### config.mk
export PLATFORM = sky130hd
export DESIGN_NAME = alarm_top
export DESIGN_NICKNAME = d
export VERILOG_FILES = /design/src/hdl/alarm_pkg.sv /design/src/hdl/alarm_latch.sv /design/src/hdl/hex_encoder.sv /design/src/hdl/alarm_top.sv
export SDC_FILE = /design/constraint.sdc
export NUM_CORES = 1
export LEC_CHECK = 0
export BUFFER_PORTS_ARGS = -buffer_cell sky130_fd_sc_hd__buf_2
export CORE_MARGIN = 2
export CORE_UTILIZATION = 29
export DETAILED_ROUTE_END_ITERATION = 7
export GPL_ROUTABILITY_DRIVEN = 0
export HOLD_SLACK_MARGIN = 0.03
export PLACE_DENSITY_LB_ADDON = 0.12
export SLEW_MARGIN = 30
export SYNTH_ARGS = -nofsm -noshare
export SYNTH_HDL_FRONTEND = slang
export SYNTH_SLANG_ARGS = --single-unit
### constraint.sdc
create_clock -name CLOCK -period 7.6 [get_ports CLOCK]
set_clock_uncertainty 0.1 [all_clocks]
set_input_delay 1.14 -clock CLOCK [delete_from_list [all_inputs] [get_ports CLOCK]]
set_output_delay 1.14 -clock CLOCK [all_outputs]
set_load 0.1 [all_outputs]
### src/hdl/alarm_pkg.sv
// alarm_pkg: shared constants, command codes and carriers for the alarm block.
// assumes a single 200 MHz clock domain and the host command port of alarm_top.
package alarm_pkg;

    localparam int WORD_W  = 16;
    localparam int POINT_N = 4;

    // alarm word bit positions
    localparam int BIT_POS_LIMIT = 0;
    localparam int BIT_CCW_LIMIT = 1;
    localparam int BIT_CW_LIMIT  = 2;
    localparam int BIT_OVER_TEMP = 3;
    localparam int BIT_REGEN     = 4;
    localparam int BIT_OVER_VOLT = 5;
    localparam int BIT_UNDER_VLT = 6;
    localparam int BIT_OVER_CUR  = 7;
    localparam int BIT_OPEN_WIND = 8;
    localparam int BIT_COMM_ERR  = 10;
    localparam int BIT_BAD_FLASH = 11;
    localparam int BIT_NO_MOVE   = 12;
    localparam int BIT_BLANK_SEG = 14;

    localparam logic [15:0] ONE_HOT = 16'h0001;
    localparam logic [15:0] FAULT_MASK =
        (ONE_HOT << BIT_POS_LIMIT) | (ONE_HOT << BIT_OVER_TEMP) | (ONE_HOT << BIT_REGEN) |
        (ONE_HOT << BIT_OVER_VOLT) | (ONE_HOT << BIT_OVER_CUR) | (ONE_HOT << BIT_OPEN_WIND);
    localparam logic [15:0] ALARM_USED_MASK = FAULT_MASK |
        (ONE_HOT << BIT_CCW_LIMIT) | (ONE_HOT << BIT_CW_LIMIT) | (ONE_HOT << BIT_UNDER_VLT) |
        (ONE_HOT << BIT_COMM_ERR) | (ONE_HOT << BIT_BAD_FLASH) | (ONE_HOT << BIT_NO_MOVE) |
        (ONE_HOT << BIT_BLANK_SEG);

    // drive condition word fields
    localparam int COND_ENABLE_BIT = 0;
    localparam int COND_FAULT_BIT  = 2;

    // fault pin configuration codes
    localparam logic [1:0] PIN_CFG_CLOSE  = 2'h1;
    localparam logic [1:0] PIN_CFG_OPEN   = 2'h2;
    localparam logic [1:0] PIN_CFG_UNUSED = 2'h3;

    // pin levels: energized is low (closed), idle is high (open)
    localparam logic LEVEL_LOW  = 1'b0;
    localparam logic LEVEL_HIGH = 1'b1;
    localparam logic [7:0] CHAR_LOW  = 8'h4c;
    localparam logic [7:0] CHAR_HIGH = 8'h48;

    // peak rate limit in sixths of rev/s/s
    localparam logic [15:0] RATE_MIN   = 16'h0001;
    localparam logic [15:0] RATE_MAX   = 16'h7fff;
    localparam logic [15:0] RATE_RESET = 16'h0258;

    localparam logic [2:0] POINT_MIN   = 3'h1;
    localparam logic [2:0] POINT_MAX   = 3'h4;
    localparam logic [2:0] POINT_RESET = 3'h1;

    localparam logic [7:0] CHAR_ZERO     = 8'h30;
    localparam logic [7:0] CHAR_ALPHA    = 8'h37;
    localparam logic [3:0] NIBBLE_DECIMAL = 4'h9;

    typedef enum logic [3:0] {
        CMD_READ_FAULT_WORD, CMD_READ_CONDITION, CMD_READ_PIN_CONFIG, CMD_READ_RATE,
        CMD_SET_PIN_CONFIG, CMD_SET_BRAKE_FUNC, CMD_SET_TRAVEL_FUNC, CMD_SET_TACH_FUNC,
        CMD_SET_GENERAL_FUNC, CMD_SET_IO_DIR, CMD_SET_OUT_LEVEL, CMD_SET_RATE,
        CMD_HALT, CMD_HALT_KILL, CMD_FAULT_CLEAR, CMD_DRIVE_ENABLE
    } cmd_e;

    typedef enum logic [2:0] {
        FUNC_ALARM, FUNC_BRAKE, FUNC_MOTION, FUNC_TACH, FUNC_GENERAL
    } out_func_e;

    typedef struct packed {
        cmd_e        code;
        logic [15:0] arg;
        logic [2:0]  point;
        logic [7:0]  level_char;
    } cmd_s;

    typedef struct packed {
        logic [15:0] word;
        logic [31:0] hex;
    } rsp_s;

endpackage

### src/hdl/alarm_latch.sv
// alarm_latch: sticky alarm bits, cleared only where the condition has gone.
// assumes cond is already synchronised to CLOCK.
module alarm_latch #(
    parameter int          WIDTH = 16,
    parameter logic [15:0] USED  = 16'hffff
) (
    input  wire logic             clock,
    input  wire logic             rst,
    input  wire logic [WIDTH-1:0] cond,
    input  wire logic             clear,
    output logic      [WIDTH-1:0] word
);
    // one sticky flop per USED bit, other bits held at zero; a live condition beats the clear
    for (genvar i = 0; i < WIDTH; i++) begin : g_bit
        always_ff @(posedge clock) begin
            if (rst || !USED[i]) begin
                word[i] <= 1'b0;
            end else begin
                word[i] <= cond[i] | (word[i] & ~clear);
            end
        end
    end
endmodule

### src/hdl/hex_encoder.sv
// hex_encoder: turns a 16-bit word into four ASCII hex digits, high digit first.
// assumes a purely combinational use; the caller registers the result.
module hex_encoder (
    input  wire logic [15:0] word,
    output logic      [31:0] hex
);
    import alarm_pkg::*;

    // one digit per nibble, upper case letters
    for (genvar n = 0; n < 4; n++) begin : g_digit
        logic [3:0] nib;
        assign nib = word[4*n +: 4];
        assign hex[8*n +: 8] = (nib > NIBBLE_DECIMAL) ? CHAR_ALPHA + {4'h0, nib}
                                                      : CHAR_ZERO + {4'h0, nib};
    end
endmodule

### src/hdl/alarm_top.sv
// alarm_top: alarm word, fault status, shared alarm output pin and peak rate limit.
// assumes a command parser delivers decoded commands in the CLOCK domain and that
// alarm conditions arrive as raw pin-level signals from outside.
// How it works
// alarm word query returns four hex digits
// bits 0-2 hold limit alarms
// bits 3-7 hold thermal, voltage, current alarms
// bits 8-14 hold other alarms, rest reserved
// only six alarms count as faults
// peak rate applies in analog velocity mode
// peak rate used for limits and halts
// output pin serves exactly one function
// code 1 closes pin on fault
// code 2 opens pin on fault
// code 3 frees pin for others
// point 1-4 carries alarm, must be output
// brake or travel function reclaims pin, code 3
// energized means low, idle means high
// characters L and H name levels
// fault clear drops gone alarms, stays disabled
// alarm bits stay until cleared
// pin level follows fault state continuously
module alarm_top #(
    parameter logic [15:0] RATE_DEFAULT = alarm_pkg::RATE_RESET,
    parameter bit          VARIABLE_IO  = 1'b1
) (
    // clock and reset
    input  wire logic                      CLOCK,
    input  wire logic                      RST,
    // host command port
    input  wire logic                      CMD_VALID,
    input  wire alarm_pkg::cmd_s           CMD,
    output logic                           RSP_VALID,
    output alarm_pkg::rsp_s                RSP,
    // raw alarm conditions from the power stage
    input  wire logic [15:0]               ALARM_COND,
    // motion context
    input  wire logic                      ANALOG_VEL_MODE,
    input  wire logic                      FEED_ACTIVE,
    input  wire logic                      MOTION_ACTIVE,
    input  wire logic                      BRAKE_LEVEL,
    input  wire logic                      TACH_LEVEL,
    // motion control
    output logic                           USE_PEAK_RATE,
    output logic [15:0]                    PEAK_RATE,
    output logic                           HALT_PULSE,
    output logic                           KILL_PULSE,
    output logic                           DRIVE_ENABLED,
    // io points
    output logic [3:0]                     IO_OUT,
    output logic [3:0]                     IO_OE
);
    import alarm_pkg::*;

    logic [15:0] cond_meta_reg;
    logic [15:0] cond_sync_reg;
    logic [15:0] fault_word;
    logic        fault_now;
    logic [15:0] cond_word;
    logic        clear_pulse;
    logic [1:0]  pin_cfg_reg;
    logic [2:0]  func_point_reg;
    out_func_e   func_reg;
    logic [3:0]  dir_reg;
    logic [3:0]  gp_level_reg;
    logic [15:0] rate_reg;
    logic        stop_hold_reg;
    logic        drive_en_reg;
    logic        func_level;
    logic [1:0]  pt_idx;
    logic [15:0] rsp_word;
    logic [31:0] rsp_hex;
    logic        is_read;
    logic        point_ok;
    logic        travel_limit;

    // two-flop synchroniser for the asynchronous alarm conditions
    always_ff @(posedge CLOCK) begin
        if (RST) begin
            cond_meta_reg <= 16'h0000;
            cond_sync_reg <= 16'h0000;
        end else begin
            cond_meta_reg <= ALARM_COND;
            cond_sync_reg <= cond_meta_reg;
        end
    end

    assign clear_pulse = CMD_VALID && CMD.code == CMD_FAULT_CLEAR;

    // one sticky bit per alarm
    // sticky alarm bits
    // clear spares persisting alarms
    alarm_latch #(
        .WIDTH (WORD_W),
        .USED  (ALARM_USED_MASK)
    ) u_latch (
        .clock (CLOCK),
        .rst   (RST),
        .cond  (cond_sync_reg),
        .clear (clear_pulse),
        .word  (fault_word)
    );

    // fault subset only
    assign fault_now = |(fault_word & FAULT_MASK);

    // condition word: fault and enable flags, all else zero
    always_comb begin
        cond_word = 16'h0000;
        cond_word[COND_FAULT_BIT]  = fault_now;
        cond_word[COND_ENABLE_BIT] = drive_en_reg;
    end

    // clear never re-enables; a fault always disables
    always_ff @(posedge CLOCK) begin
        if (RST) begin
            drive_en_reg <= 1'b0;
        end else if (fault_now) begin
            drive_en_reg <= 1'b0;
        end else if (CMD_VALID && CMD.code == CMD_DRIVE_ENABLE) begin
            drive_en_reg <= 1'b1;
        end
    end
    assign DRIVE_ENABLED = drive_en_reg;

    // standard io drives carry the function on point 1 only
    assign point_ok = VARIABLE_IO ? (CMD.point >= POINT_MIN && CMD.point <= POINT_MAX)
                                  : (CMD.point == POINT_MIN);

    // output function ownership; one owner at a time since it is a single state
    always_ff @(posedge CLOCK) begin
        if (RST) begin
            func_reg       <= FUNC_GENERAL;
            pin_cfg_reg    <= PIN_CFG_UNUSED;
            func_point_reg <= POINT_RESET;
        end else if (CMD_VALID && point_ok) begin
            unique case (CMD.code)
                CMD_SET_PIN_CONFIG: begin
                    // codes 1 and 2 override
                    if (CMD.arg[1:0] == PIN_CFG_CLOSE || CMD.arg[1:0] == PIN_CFG_OPEN) begin
                        pin_cfg_reg    <= CMD.arg[1:0];
                        func_reg       <= FUNC_ALARM;
                        func_point_reg <= CMD.point;
                    // code 3 releases the pin
                    end else if (CMD.arg[1:0] == PIN_CFG_UNUSED) begin
                        pin_cfg_reg <= PIN_CFG_UNUSED;
                        if (func_reg == FUNC_ALARM) begin
                            func_reg <= FUNC_GENERAL;
                        end
                    end
                end
                // brake takes pin, code 3
                CMD_SET_BRAKE_FUNC: begin
                    func_reg       <= FUNC_BRAKE;
                    pin_cfg_reg    <= PIN_CFG_UNUSED;
                    func_point_reg <= CMD.point;
                end
                // travel takes pin, code 3
                CMD_SET_TRAVEL_FUNC: begin
                    func_reg       <= FUNC_MOTION;
                    pin_cfg_reg    <= PIN_CFG_UNUSED;
                    func_point_reg <= CMD.point;
                end
                // others wait until alarm releases
                CMD_SET_TACH_FUNC, CMD_SET_GENERAL_FUNC: begin
                    if (pin_cfg_reg == PIN_CFG_UNUSED) begin
                        func_reg       <= (CMD.code == CMD_SET_TACH_FUNC) ? FUNC_TACH
                                                                          : FUNC_GENERAL;
                        func_point_reg <= CMD.point;
                    end
                end
                default: begin
                end
            endcase
        end
    end

    // io direction setup: a set bit makes the point an output
    always_ff @(posedge CLOCK) begin
        if (RST) begin
            dir_reg <= 4'h0;
        end else if (CMD_VALID && CMD.code == CMD_SET_IO_DIR) begin
            dir_reg <= CMD.arg[3:0];
        end
    end

    // L and H select level
    always_ff @(posedge CLOCK) begin
        if (RST) begin
            gp_level_reg <= {POINT_N{LEVEL_HIGH}};
        end else if (CMD_VALID && CMD.code == CMD_SET_OUT_LEVEL && point_ok) begin
            if (CMD.level_char == CHAR_LOW) begin
                gp_level_reg[2'(CMD.point - POINT_MIN)] <= LEVEL_LOW;
            end else if (CMD.level_char == CHAR_HIGH) begin
                gp_level_reg[2'(CMD.point - POINT_MIN)] <= LEVEL_HIGH;
            end
        end
    end

    assign pt_idx = 2'(func_point_reg - POINT_MIN);

    // level tracks live fault state
    // active means driven low
    always_comb begin
        unique case (func_reg)
            FUNC_ALARM: begin
                if (pin_cfg_reg == PIN_CFG_CLOSE) begin
                    func_level = fault_now ? LEVEL_LOW : LEVEL_HIGH;
                end else begin
                    func_level = fault_now ? LEVEL_HIGH : LEVEL_LOW;
                end
            end
            FUNC_BRAKE:   func_level = BRAKE_LEVEL ? LEVEL_LOW : LEVEL_HIGH;
            FUNC_MOTION:  func_level = MOTION_ACTIVE ? LEVEL_LOW : LEVEL_HIGH;
            FUNC_TACH:    func_level = TACH_LEVEL;
            FUNC_GENERAL: func_level = gp_level_reg[pt_idx];
            default:      func_level = LEVEL_HIGH;
        endcase
    end

    // function only on its point, driven if output
    always_ff @(posedge CLOCK) begin
        if (RST) begin
            IO_OUT <= {POINT_N{LEVEL_HIGH}};
            IO_OE  <= 4'h0;
        end else begin
            for (int i = 0; i < POINT_N; i++) begin
                IO_OUT[i] <= (pt_idx == 2'(i)) ? func_level : gp_level_reg[i];
            end
            IO_OE <= dir_reg;
        end
    end

    // peak rate stored within range; out-of-range writes clamp
    always_ff @(posedge CLOCK) begin
        if (RST) begin
            rate_reg <= RATE_DEFAULT;
        end else if (CMD_VALID && CMD.code == CMD_SET_RATE) begin
            if (CMD.arg < RATE_MIN) begin
                rate_reg <= RATE_MIN;
            end else if (CMD.arg > RATE_MAX) begin
                rate_reg <= RATE_MAX;
            end else begin
                rate_reg <= CMD.arg;
            end
        end
    end
    assign PEAK_RATE = rate_reg;

    assign travel_limit = cond_sync_reg[BIT_CCW_LIMIT] | cond_sync_reg[BIT_CW_LIMIT];

    // hold peak decel until motion ends; a new stop beats the release
    always_ff @(posedge CLOCK) begin
        if (RST) begin
            stop_hold_reg <= 1'b0;
        end else if ((CMD_VALID && (CMD.code == CMD_HALT || CMD.code == CMD_HALT_KILL))
                     || (FEED_ACTIVE && travel_limit)) begin
            stop_hold_reg <= 1'b1;
        end else if (!MOTION_ACTIVE) begin
            stop_hold_reg <= 1'b0;
        end
    end

    // peak rate selection
    assign USE_PEAK_RATE = ANALOG_VEL_MODE | stop_hold_reg;

    // halt strobes for the motion core
    always_ff @(posedge CLOCK) begin
        if (RST) begin
            HALT_PULSE <= 1'b0;
            KILL_PULSE <= 1'b0;
        end else begin
            HALT_PULSE <= CMD_VALID && (CMD.code == CMD_HALT || CMD.code == CMD_HALT_KILL);
            KILL_PULSE <= CMD_VALID && CMD.code == CMD_HALT_KILL;
        end
    end

    // read answers; config reads as code digit then point digit
    always_comb begin
        is_read  = 1'b1;
        rsp_word = 16'h0000;
        unique case (CMD.code)
            CMD_READ_FAULT_WORD: rsp_word = fault_word;
            CMD_READ_CONDITION:  rsp_word = cond_word;
            CMD_READ_PIN_CONFIG: rsp_word = {8'h00, 2'h0, pin_cfg_reg, 1'b0, func_point_reg};
            CMD_READ_RATE:       rsp_word = rate_reg;
            default:             is_read = 1'b0;
        endcase
    end

    hex_encoder u_hex (
        .word (rsp_word),
        .hex  (rsp_hex)
    );

    // immediate four-digit reply
    always_ff @(posedge CLOCK) begin
        if (RST) begin
            RSP_VALID <= 1'b0;
            RSP       <= '0;
        end else begin
            RSP_VALID <= CMD_VALID && is_read;
            if (CMD_VALID && is_read) begin
                RSP <= '{word: rsp_word, hex: rsp_hex};
            end
        end
    end
endmodule

==> results.yml <==
cells_and_area:
  multiInputGateArea_um2: 2640
  seq_area_um2: 2560
  n_antenna_cell: 0
  fillers: 1894
  top_register: "RSP"
  largest_reg_flops: 44
  final_net_count: 774
  area_growth_pct: 25.8
  drive_above_1_share_pct: 27.1
route:
  via_per_inst: 4.81
  wl_um: 15100
  vias: 4574
  wl_per_cell_um: 15.9
  drc: 0
  antenna_left: 0
  firstDrtPassIters: 4
  drt-initial-drc-count: 304
yosys:
  synth_common_cells: "128 x dfxtp_1, 68 x nor2_1, 49 x nand2_1, 48 x a21oi_1, 38 x nor2b_1"
  yosysMostFrequentCell: "dfxtp_1"
  synth_edf_count: 0
  synth-seq-cells: 128
  synthFlopType: "dfxtp_1"
  ys_types: 75
  yosys.area.top_type_share_pct: 46.9
  synth_top_area_cell: "dfxtp_1"
  synth-seq-area-share_pct: 46.9
  ys_warn_count: 0
  syn_avg_cell_area_um2: 9.16
  synth.cell_area_um2: 5460
  synth.area.top_cells: "dfxtp_1 47%, nor2_1 4.7%, a21oi_1 4.4%"
  synthArstFlopShare_pct: 0
  synth_cells: 596
job:
  cap_viol_max_count: 0
worst_setup_path:
  critPathMaxFanout: 26
  endpoint_kind: "register"
  worstPathRequired_ns: 7.83
  worstRegToRegCells: 9
  max_stage_delay_ns: 0.72
  critical_path_class: "input port to register"
  worst_ep_arrival_time_ns: 4.02
  r2r_end: "RSP[9]$_SDFFE_PP0P_"
  cp_cell_sequence: "buf_2 -> nor2_1 -> a22o_1 -> nand2_1 -> ha_1 -> or2_2 -> a211oi_2 -> mux2_1 -> a211oi_1"
  r2r_slack_ns: 4.73
  worstSetupStartpointType: "input port"
  crit_slowest_cell: "nor2_1"
  worstReg2RegStart: "u_latch.word[4]$_SDFF_PP0_"
global_route:
  grt_pass1_wl_um: 24100
  grtUsageTotal_pct: 15.6
  grt_overflow_total: 0
  grt_start_max_net_pins: 79
  grt_pass1_vias: 4419
  antenna_found_initial: 1
clock_network:
  cts.path.max_buffers: 2
  root_buffer: "clkbuf_16"
  clkSinkCount: 128
  clk_pin_slew_ns: 0.06
  cts_made_buffers: 17
  cts_resized: 0
  cts_hold_buf: 0
  cts_setup_buffers: 0
  clk_latency_ns: 0.42
  tritoncts: "yes"
  cts_htree_levels: 4
power_and_ir_drop:
  power_leakage_nw: 2.86
  ir_worst_vdd_uv: 158
  powerDensity_nw_per_um2: 262
sta:
  maxSlewHeadroom_pct: 42.7
  max_freq_mhz: 264
  worstMarginPinSlew_ns: 0.857
  rsz0062_at_grt: "false"
  drv_slew: 0
  setup_violations: 0
  min_period_over_period_pct: 49.8
  finalSetupTns_ns: 0
  period_needed_ns: 3.79
  hold_violations: 0
  whs_ns: 0.333
  setup_ws_ns: 3.81
floorplanning:
  dieArea_um2: 19900
  coreArea_um2: 18600
  io_pins: 132
  row_count: 50
  die_w_um: 141
  die_h_um: 141
  start_util_pct: 29.4
placed_design:
  place_ws_ns: 3.41
  hpwl_um: 11100
  port_buffers: 124
min_path:
  hp-start: "cond_meta_reg[8]$_SDFF_PP0_"
  hold_end: "cond_sync_reg[8]$_SDFF_PP0_"
  hold_depth: 1
  min-delay-path-class: "register to register"
run_status:
  status: "completed"
metal layers:
layer | wire (um) | track usage [%]
met3 | 819 | 4.48
met4 | 238 | 6.37
met5 | 0 | 0
met1 | 7280 | 21.0
met2 | 6740 | 23.5
worst max path at each step:
stage / from / to / slack (ns) / cells after the start
after floorplan: CMD[30] / RSP[9]$_SDFFE_PP0P_ / 4.02 / 10
after global placement: CMD[28] / RSP[17]$_SDFFE_PP0P_ / 3.46 / 9
after detailed placement: CMD[28] / RSP[17]$_SDFFE_PP0P_ / 3.41 / 9
after CTS: CMD[28] / RSP[17]$_SDFFE_PP0P_ / 3.86 / 9
after global routing: CMD[28] / RSP[17]$_SDFFE_PP0P_ / 3.65 / 9
final: CMD[28] / RSP[17]$_SDFFE_PP0P_ / 3.81 / 9
power breakdown:
group          internal (W)  switching [W]  total [W]
clock              0.000599       0.000298   0.000898
combinational     0.0000494       0.000148   0.000197
sequential         0.000692      0.0000127   0.000705
total               0.00134       0.000459    0.00180
cell families after synthesis:
logic type      Yosys count  share of synthesized area, %
buf+inv                  57                          4.93
compound gates          141                          18.3
flops                   128                          46.9
fa+ha+maj                15                          3.44
xor+xnor                  2                         0.321
other cells               1                        0.0687
mux                      17                          3.62
simple gates            235                          22.4
layout make-up:
cell class / count / area share (%)
Clock inverter: 13 / 3.06
Tap cell: 234 / 4.26
Multi-Input combinational cell: 414 / 38.4
Inverter: 14 / 0.765
Sequential cell: 128 / 37.3
Clock buffer: 19 / 6.59
Timing Repair Buffer: 129 / 9.61
critical path: cells and delay by family:
kind                       cells  cell delay, ns
buffers and inverters          1            0.25
and+or+nand+nor                3            1.10
AOI/OAI and AO/OA              3            0.92
adders and majority gates      1            0.21
muxes                          1            0.38
layout by cell type (no fill, tap or decap), types with 15 or more instances in the layout:
cell type,count
a21oi_1,48
buf_2,123
clkbuf_16,17
dfxtp_1,128
ha_1,15
nand2_1,49
nor2_1,68
nor2b_1,38
nor3_1,15
o21ai_0,21
through the flow:
step | utilization, % | instance area (um2) | power (W) | instances
4_1_cts | 37.0 | 6870 | 0.00182 | 951
3_3_place_gp | 33.4 | 6210 | 0.000916 | 919
2_1_floorplan | - | 5470 | 0.000871 | 599
6_report | 37.0 | 6870 | 0.00180 | 951
5_1_grt | 37.0 | 6870 | 0.00187 | 951
3_5_place_dp | 33.4 | 6210 | 0.000918 | 919
No activity file was read; power rests on OpenSTA's default activity.
